`src/shared/motion_irq_pkg.sv`:
```
package motion_irq_pkg;

  // ****************************************
  // Register map
  // ****************************************
  localparam logic [7:0] PENDING_ADDR   = 8'h14;
  localparam logic [7:0] PENDING_RESET  = 8'h00;

  // ****************************************
  // Pending and enable bit positions
  // ****************************************
  localparam int TILT_BIT     = 0;
  localparam int FLIP_BIT     = 1;
  localparam int ANYM_BIT     = 2;
  localparam int SHAKE_BIT    = 3;
  localparam int TILT35_BIT   = 4;
  localparam int QUEUE_BIT    = 5;
  localparam int RESV_BIT     = 6;
  localparam int SAMPLE_BIT   = 7;

  // ****************************************
  // Motion control feature bits
  // ****************************************
  localparam int MC_TILT_FLIP = 0;
  localparam int MC_ANYM      = 2;
  localparam int MC_SHAKE     = 3;
  localparam int MC_TILT35    = 4;

  // Writable bits of the pending register
  localparam logic [7:0] PENDING_MASK = 8'hBF;

endpackage

```
`src/logic/motion_interrupt_status.sv`:
```
`timescale 1ns/1ps
module motion_interrupt_status (
  // Clock and reset
  input  wire logic       core_clk_i,
  input  wire logic       rst_i,
  // Register access port
  input  wire logic       reg_wr_i,
  input  wire logic       reg_rd_i,
  input  wire logic [7:0] reg_addr_i,
  input  wire logic [7:0] reg_wdata_i,
  output logic      [7:0] reg_rdata_o,
  // Configuration from other registers
  input  wire logic [7:0] int_enable_i,
  input  wire logic [7:0] motion_ctrl_i,
  input  wire logic       individual_clear_select_i,
  input  wire logic       wake_mode_i,
  // Event sources, one-cycle pulses
  input  wire logic       tilt_event_i,
  input  wire logic       flip_event_i,
  input  wire logic       any_motion_event_i,
  input  wire logic       shake_event_i,
  input  wire logic       tilt35_event_i,
  input  wire logic       sample_event_i,
  // Queue interrupt flags
  input  wire logic       queue_full_flag_i,
  input  wire logic       queue_threshold_flag_i,
  input  wire logic       queue_empty_flag_i,
  // Pending state
  output logic      [7:0] pending_interrupt_status_o
);

  // ****************************************
  // Constants
  // ****************************************
  localparam logic [7:0] RST_VAL = motion_irq_pkg::PENDING_RESET;

  // ****************************************
  // Helper functions
  // ****************************************
  // Strobe aimed at the pending register
  function automatic logic addr_hit(input logic       strobe,
                                    input logic [7:0] addr);
    return strobe & (addr == motion_irq_pkg::PENDING_ADDR);
  endfunction

  // Bits released by one register write
  function automatic logic [7:0] write_clear(input logic       hit,
                                             input logic       by_mask,
                                             input logic [7:0] mask);
    logic [7:0] bits;
    bits = 8'h00;
    if (hit && by_mask) begin
      bits = mask & motion_irq_pkg::PENDING_MASK;
    end else if (hit) begin
      bits = motion_irq_pkg::PENDING_MASK;
    end
    return bits;
  endfunction

  // Set wins over a clear in the same cycle
  function automatic logic bit_next(input logic cur,
                                    input logic set,
                                    input logic clr);
    return set | (cur & ~clr);
  endfunction

  // ****************************************
  // Signals
  // ****************************************
  logic [7:0] raw_event;
  logic [7:0] set_req;
  logic [7:0] clear_mask;
  logic [7:0] pending_view;
  logic [7:0] rdata_r;
  logic [7:0] rdata_nxt;
  logic       queue_any;
  logic       hit_wr;
  logic       hit_rd;
  logic       tilt_pending_r;
  logic       tilt_pending_nxt;
  logic       flip_pending_r;
  logic       flip_pending_nxt;
  logic       any_motion_pending_r;
  logic       any_motion_pending_nxt;
  logic       shake_pending_r;
  logic       shake_pending_nxt;
  logic       tilt35_pending_r;
  logic       tilt35_pending_nxt;
  logic       queue_pending_r;
  logic       queue_pending_nxt;
  logic       sample_pending_r;
  logic       sample_pending_nxt;

  // ****************************************
  // Event gathering
  // ****************************************
  assign queue_any = queue_full_flag_i | queue_threshold_flag_i |
                     queue_empty_flag_i;

  assign raw_event = {sample_event_i, 1'b0, queue_any, tilt35_event_i,
                      shake_event_i, any_motion_event_i, flip_event_i,
                      tilt_event_i};

  pending_gate u_gate (
    .int_enable_i  (int_enable_i),
    .motion_ctrl_i (motion_ctrl_i),
    .wake_mode_i   (wake_mode_i),
    .event_i       (raw_event),
    .set_o         (set_req)
  );

  // ****************************************
  // Register access
  // ****************************************
  assign hit_wr     = addr_hit(reg_wr_i, reg_addr_i);
  assign hit_rd     = addr_hit(reg_rd_i, reg_addr_i);
  assign clear_mask = write_clear(hit_wr, individual_clear_select_i,
                                  reg_wdata_i);

  // ****************************************
  // Next pending state per source
  // ****************************************
  assign tilt_pending_nxt =
    bit_next(tilt_pending_r, set_req[motion_irq_pkg::TILT_BIT],
             clear_mask[motion_irq_pkg::TILT_BIT]);

  assign flip_pending_nxt =
    bit_next(flip_pending_r, set_req[motion_irq_pkg::FLIP_BIT],
             clear_mask[motion_irq_pkg::FLIP_BIT]);

  assign any_motion_pending_nxt =
    bit_next(any_motion_pending_r, set_req[motion_irq_pkg::ANYM_BIT],
             clear_mask[motion_irq_pkg::ANYM_BIT]);

  assign shake_pending_nxt =
    bit_next(shake_pending_r, set_req[motion_irq_pkg::SHAKE_BIT],
             clear_mask[motion_irq_pkg::SHAKE_BIT]);

  assign tilt35_pending_nxt =
    bit_next(tilt35_pending_r, set_req[motion_irq_pkg::TILT35_BIT],
             clear_mask[motion_irq_pkg::TILT35_BIT]);

  assign queue_pending_nxt =
    bit_next(queue_pending_r, set_req[motion_irq_pkg::QUEUE_BIT],
             clear_mask[motion_irq_pkg::QUEUE_BIT]);

  assign sample_pending_nxt =
    bit_next(sample_pending_r, set_req[motion_irq_pkg::SAMPLE_BIT],
             clear_mask[motion_irq_pkg::SAMPLE_BIT]);

  // ****************************************
  // Read path
  // ****************************************
  assign pending_view = {sample_pending_r, 1'b0, queue_pending_r,
                         tilt35_pending_r, shake_pending_r,
                         any_motion_pending_r, flip_pending_r,
                         tilt_pending_r};

  // Reading leaves the pending bits alone
  assign rdata_nxt = hit_rd ? pending_view : 8'h00;

  // ****************************************
  // State
  // ****************************************
  always_ff @(posedge core_clk_i or posedge rst_i) begin
    if (rst_i) begin
      tilt_pending_r <= RST_VAL[motion_irq_pkg::TILT_BIT];
    end else begin
      tilt_pending_r <= tilt_pending_nxt;
    end
  end

  always_ff @(posedge core_clk_i or posedge rst_i) begin
    if (rst_i) begin
      flip_pending_r <= RST_VAL[motion_irq_pkg::FLIP_BIT];
    end else begin
      flip_pending_r <= flip_pending_nxt;
    end
  end

  always_ff @(posedge core_clk_i or posedge rst_i) begin
    if (rst_i) begin
      any_motion_pending_r <= RST_VAL[motion_irq_pkg::ANYM_BIT];
    end else begin
      any_motion_pending_r <= any_motion_pending_nxt;
    end
  end

  always_ff @(posedge core_clk_i or posedge rst_i) begin
    if (rst_i) begin
      shake_pending_r <= RST_VAL[motion_irq_pkg::SHAKE_BIT];
    end else begin
      shake_pending_r <= shake_pending_nxt;
    end
  end

  always_ff @(posedge core_clk_i or posedge rst_i) begin
    if (rst_i) begin
      tilt35_pending_r <= RST_VAL[motion_irq_pkg::TILT35_BIT];
    end else begin
      tilt35_pending_r <= tilt35_pending_nxt;
    end
  end

  always_ff @(posedge core_clk_i or posedge rst_i) begin
    if (rst_i) begin
      queue_pending_r <= RST_VAL[motion_irq_pkg::QUEUE_BIT];
    end else begin
      queue_pending_r <= queue_pending_nxt;
    end
  end

  always_ff @(posedge core_clk_i or posedge rst_i) begin
    if (rst_i) begin
      sample_pending_r <= RST_VAL[motion_irq_pkg::SAMPLE_BIT];
    end else begin
      sample_pending_r <= sample_pending_nxt;
    end
  end

  always_ff @(posedge core_clk_i or posedge rst_i) begin
    if (rst_i) begin
      rdata_r <= RST_VAL;
    end else begin
      rdata_r <= rdata_nxt;
    end
  end

  // ****************************************
  // Outputs
  // ****************************************
  assign reg_rdata_o                = rdata_r;
  assign pending_interrupt_status_o = pending_view;

endmodule

```
`src/logic/pending_gate.sv`:
```
`timescale 1ns/1ps
module pending_gate (
  // Enables
  input  wire logic [7:0] int_enable_i,
  input  wire logic [7:0] motion_ctrl_i,
  input  wire logic       wake_mode_i,
  // Raw events
  input  wire logic [7:0] event_i,
  // Qualified set requests
  output logic      [7:0] set_o
);

  // ****************************************
  // Per-source qualification
  // ****************************************
  wire anym_on = motion_ctrl_i[motion_irq_pkg::MC_ANYM];
  wire [7:0] allow;

  assign allow[motion_irq_pkg::TILT_BIT] =
    int_enable_i[motion_irq_pkg::TILT_BIT];
  assign allow[motion_irq_pkg::FLIP_BIT] =
    int_enable_i[motion_irq_pkg::FLIP_BIT] &
    motion_ctrl_i[motion_irq_pkg::MC_TILT_FLIP];
  assign allow[motion_irq_pkg::ANYM_BIT] =
    int_enable_i[motion_irq_pkg::ANYM_BIT] & anym_on;
  assign allow[motion_irq_pkg::SHAKE_BIT] =
    int_enable_i[motion_irq_pkg::SHAKE_BIT] & anym_on &
    motion_ctrl_i[motion_irq_pkg::MC_SHAKE];
  assign allow[motion_irq_pkg::TILT35_BIT] =
    int_enable_i[motion_irq_pkg::TILT35_BIT] & anym_on &
    motion_ctrl_i[motion_irq_pkg::MC_TILT35];
  assign allow[motion_irq_pkg::QUEUE_BIT] =
    int_enable_i[motion_irq_pkg::QUEUE_BIT];
  assign allow[motion_irq_pkg::RESV_BIT] = 1'b0;
  assign allow[motion_irq_pkg::SAMPLE_BIT] =
    int_enable_i[motion_irq_pkg::SAMPLE_BIT] & wake_mode_i;

  assign set_o = event_i & allow;

endmodule

```
`config.mk`:
```
export PLATFORM = sky130hd
export DESIGN_NAME = motion_interrupt_status
export DESIGN_NICKNAME = d
export VERILOG_FILES = /design/src/shared/motion_irq_pkg.sv /design/src/logic/motion_interrupt_status.sv /design/src/logic/pending_gate.sv
export SDC_FILE = /design/constraint.sdc
export NUM_CORES = 1
export LEC_CHECK = 0
export ABC_AREA = 1
export BUFFER_PORTS_ARGS = -buffer_cell sky130_fd_sc_hd__buf_2
export CAP_MARGIN = 20
export CORE_ASPECT_RATIO = 0.9
export CORE_UTILIZATION = 40
export DETAILED_ROUTE_END_ITERATION = 6
export PLACE_DENSITY = 0.8
export SETUP_SLACK_MARGIN = 0.15
export SLEW_MARGIN = 20
export SYNTH_ARGS = -nofsm -noshare
export SYNTH_HDL_FRONTEND = slang
export SYNTH_SLANG_ARGS = --single-unit
```
`constraint.sdc`:
```
create_clock -name core_clk_i -period 0.9 [get_ports core_clk_i]
set_input_delay 0.045 -clock core_clk_i [delete_from_list [all_inputs] [get_ports core_clk_i]]
set_output_delay 0.045 -clock core_clk_i [all_outputs]
set_load 0.02 [all_outputs]
```
==> impl_results.md <==
* DRT iter0 DRCs at 12
* Initial antenna violation count at 0
* Drt total wl at between 2 and 2.5 mm
* Mux cell area share after synthesis at 0%
* Vias/cell at 4.52
* Post-Layout Cell Count at 185
* Crit path max-delay family: flip-flops
* Crit path required time at roughly 0.85 ns
* Sink Count at 14
* Clock buffer depth at 2
* Area after DPL at about 1000 um2
* DP Wirelength at between 1 and 1.5 mm
* Final GP Congestion at between 0.7 and 0.8
* Max stage delay on crit path at 0.41 ns
* XOR/XNOR Fraction of Synth Area at 0%
* Area leader, netlist: dfrtp_1
* Critical Path Sink Type: output port
* Filler cells at between 100 and 150
* Distinct cell type count of the synthesized netlist at 13
* Switch Pwr at ~0.00034 W
* Comb pwr share at a little over 20%
* CORE AREA at 1730 um2
* Vias in the first global route at roughly 850
* Final Total Pwr at between 0.001 and 0.0015 W
* # DRC at 0
* Largest family of logic cells by synthesized area: simple AND/OR/NAND/NOR gates
* Min Tclk post-route at just under 0.9 ns
* Max H-tree Level at 1
* R2R cell count at 3
* CP bufs+invs at 1
* P_leak at approximately 0.75 nW
* Final period util at between 90% and 100%
* Hold crit path type: in -> reg
* Hold depth at 3
* Port Buf Inserts at 54
* Skew final at 0.000953 ns
* Critical path class: reg -> out
* Cell count after synthesis at 94
* Status: finished, violations left
* Max Freq at roughly 1100 MHz
* Synthesis-to-finish area growth at 71.2%
* Num CTS Buffers at 3
* Io pins at 63
* FP Rows at 14
* Design Area, Final at 1310 um2
* Setup Viol. Count Final at 0
* Clk root buf: clkbuf_4
* Post-Place Cells at between 150 and 200
* Via count at between 800 and 900
* Fin. max-slew vios at 0
* Die Y at approximately 44 um
* Average cell area after synthesis at 8.15 um2
* Antenna cell count at 0
* VDD IR max at a little over 0.5 mV
* Largest net degree at the start of global routing at 15
* CTS tree: built
* Antenna viol nets, final at 0
* Pre-Repair DR Iteration Count at 4
* Register area share after synthesis at between 40% and 50%
* Post-Synth Simple-Gate Area at around 34%
* Fraction of layout cells with a size suffix above 1 at ~54%
* Hold_ws at -0.00320 ns
* Hold Fails Final Rpt at 1
* # hold bufs at CTS at 11
* Internal power at around 0.0010 W
* Failing checks: negative hold slack
* Clock network power share at approximately 33%
* Initial Util at roughly 44%
* Die Wd at between 40 and 50 um
* Wire per inst at 11.0 um
* TNS Setup at 0 ns
* Worst-path cell chain: buf_6
* Post-Synth Adder-Cell Area at 0%
* RSZ-0062 raised after global routing: true
* Stages on the worst setup path at 1
* Post-synthesis compound-gate area fraction at 0.980%
* GR Overflow Total at 0
* Startpoint Class: register
* Number of synthesized register bits at 14
* Nets at ~210
* Max Cap Viol at 0
* Sequential power share at a little under half
* Crit Path Max Fanout at 2
* Synth top area share at approximately 46%
* Die area at around 2100 um2
* P per Cell Area at ~1000 nW/um2
* Worst-Skew Late Latency at about 0.27 ns
* Yosys warns at 0
* Fin util at roughly 76%
* Overall Global Routing Usage at approximately a fifth
* Mapped cell area at between 700 and 800 um2
* Largest cells by area after synthesis: dfrtp_1 46%, nand2_1 12%, inv_1 9.8%
* CTS clk-pin slew, worst paths at around 0.080 ns
* CP max-delay cell: dfrtp_1
* CP arrival at approximately 0.83 ns
* Switching portion of total power at 24.7%
* First-pass GRT wire length at approximately 3.1 mm
area by class of cell:
class                   count  area (um2)  share of cell area (%)
clock buffers               4        36.3                    2.77
inverters                  21        82.6                    6.30
multi-input cells          51         288                    21.9
flip-flops and latches     14         350                    26.7
well taps                  24        30.0                    2.29
repair buffers             71         524                    40.0
stage by stage:
step | hold WS, ns | setup slack (ns)
floorplan | -0.0658 | 0.243
global placement | 0.0817 | 0.0735
detailed placement | 0.0998 | 0.0435
CTS | -0.00957 | 0.0270
global route | -0.00103 | -0.00547
finish | -0.00320 | 0.0223
worst paths after layout:
path | start | to | slack [ns]
min | queue_empty_flag_i | queue_pending_r | -0.003
min reg2reg | any_motion_pending_r | any_motion_pending_r | 0.55
max reg2reg | flip_pending_r | flip_pending_r | 0.13
max in group asynchronous | rst_i | reg_rdata_o[1] | 0.43
min in group asynchronous | rst_i | reg_rdata_o[5] | 0.28
max | tilt35_pending_r | pending_interrupt_status_o[4] | 0.02
repair_timing:
action	4_1_cts	5_1_grt
hold endpoints to repair	19	1
setup endpoints to repair	14	40
setup buffers	6	0
resized for setup	28	14
pin swaps	0	1
Yosys cell counts, drive strengths merged:
| cell | instances |
|---|---|
| buf | 9 |
| conb | 1 |
| dfrtp | 14 |
| inv | 21 |
| nand2 | 26 |
| nand3 | 4 |
| nand4 | 9 |
| nor2 | 9 |
| o31ai | 1 |
worst reg2reg max path: cells and delay by family, from the launching register on:
family | cells | cell delay, ns
flip-flops | 1 | 0.41
AND/OR/NAND/NOR | 2 | 0.11
buffers and inverters | 1 | 0.15
kinds of logic after synthesis:
logic type             Yosys count
AO/OA/AOI/OAI                    1
other                            1
buffers and inverters           30
AND/OR/NAND/NOR                 48
flip-flops                      14
flip-flops by register name, summed over array words and instances, names as in the netlist:
signal                flops
any_motion_pending_r      1
flip_pending_r            1
queue_pending_r           1
reg_rdata_o               7
sample_pending_r          1
shake_pending_r           1
tilt35_pending_r          1
tilt_pending_r            1
layer usage:
layer	GRT usage (%)	wire (um)	vias up	share of wire (%)
met2	35.4	1030	51	51
met4	15.6	80	0	3.9
met5	0	0	-	0
met1	23.0	795	367	39
li1	-	-	409	-
met3	1.67	130	10	6.4
cell usage in the layout, fill, tap and decap left out, drive strengths merged:
cell type | netlist | final
buf | 9 | 60
clkbuf | 0 | 4
clkinvlp | 0 | 1
conb | 1 | 2
dfrtp | 14 | 14
dlygate4sd3 | 0 | 11
inv | 21 | 20
nand2 | 26 | 26
nand3 | 4 | 4
nand4 | 9 | 9
nor2 | 9 | 9
o31ai | 1 | 1
power groups by stage:
stage          combinational (W)  sequential [W]  clock (W)
3_3_place_gp            0.000191        0.000658          0
4_1_cts                 0.000260        0.000645   0.000456
2_1_floorplan           0.000103        0.000657          0
5_1_grt                 0.000303        0.000647   0.000480
3_5_place_dp            0.000195        0.000658          0
6_report                0.000276        0.000646   0.000447
Note: power is estimated with default switching activity, not from simulation.
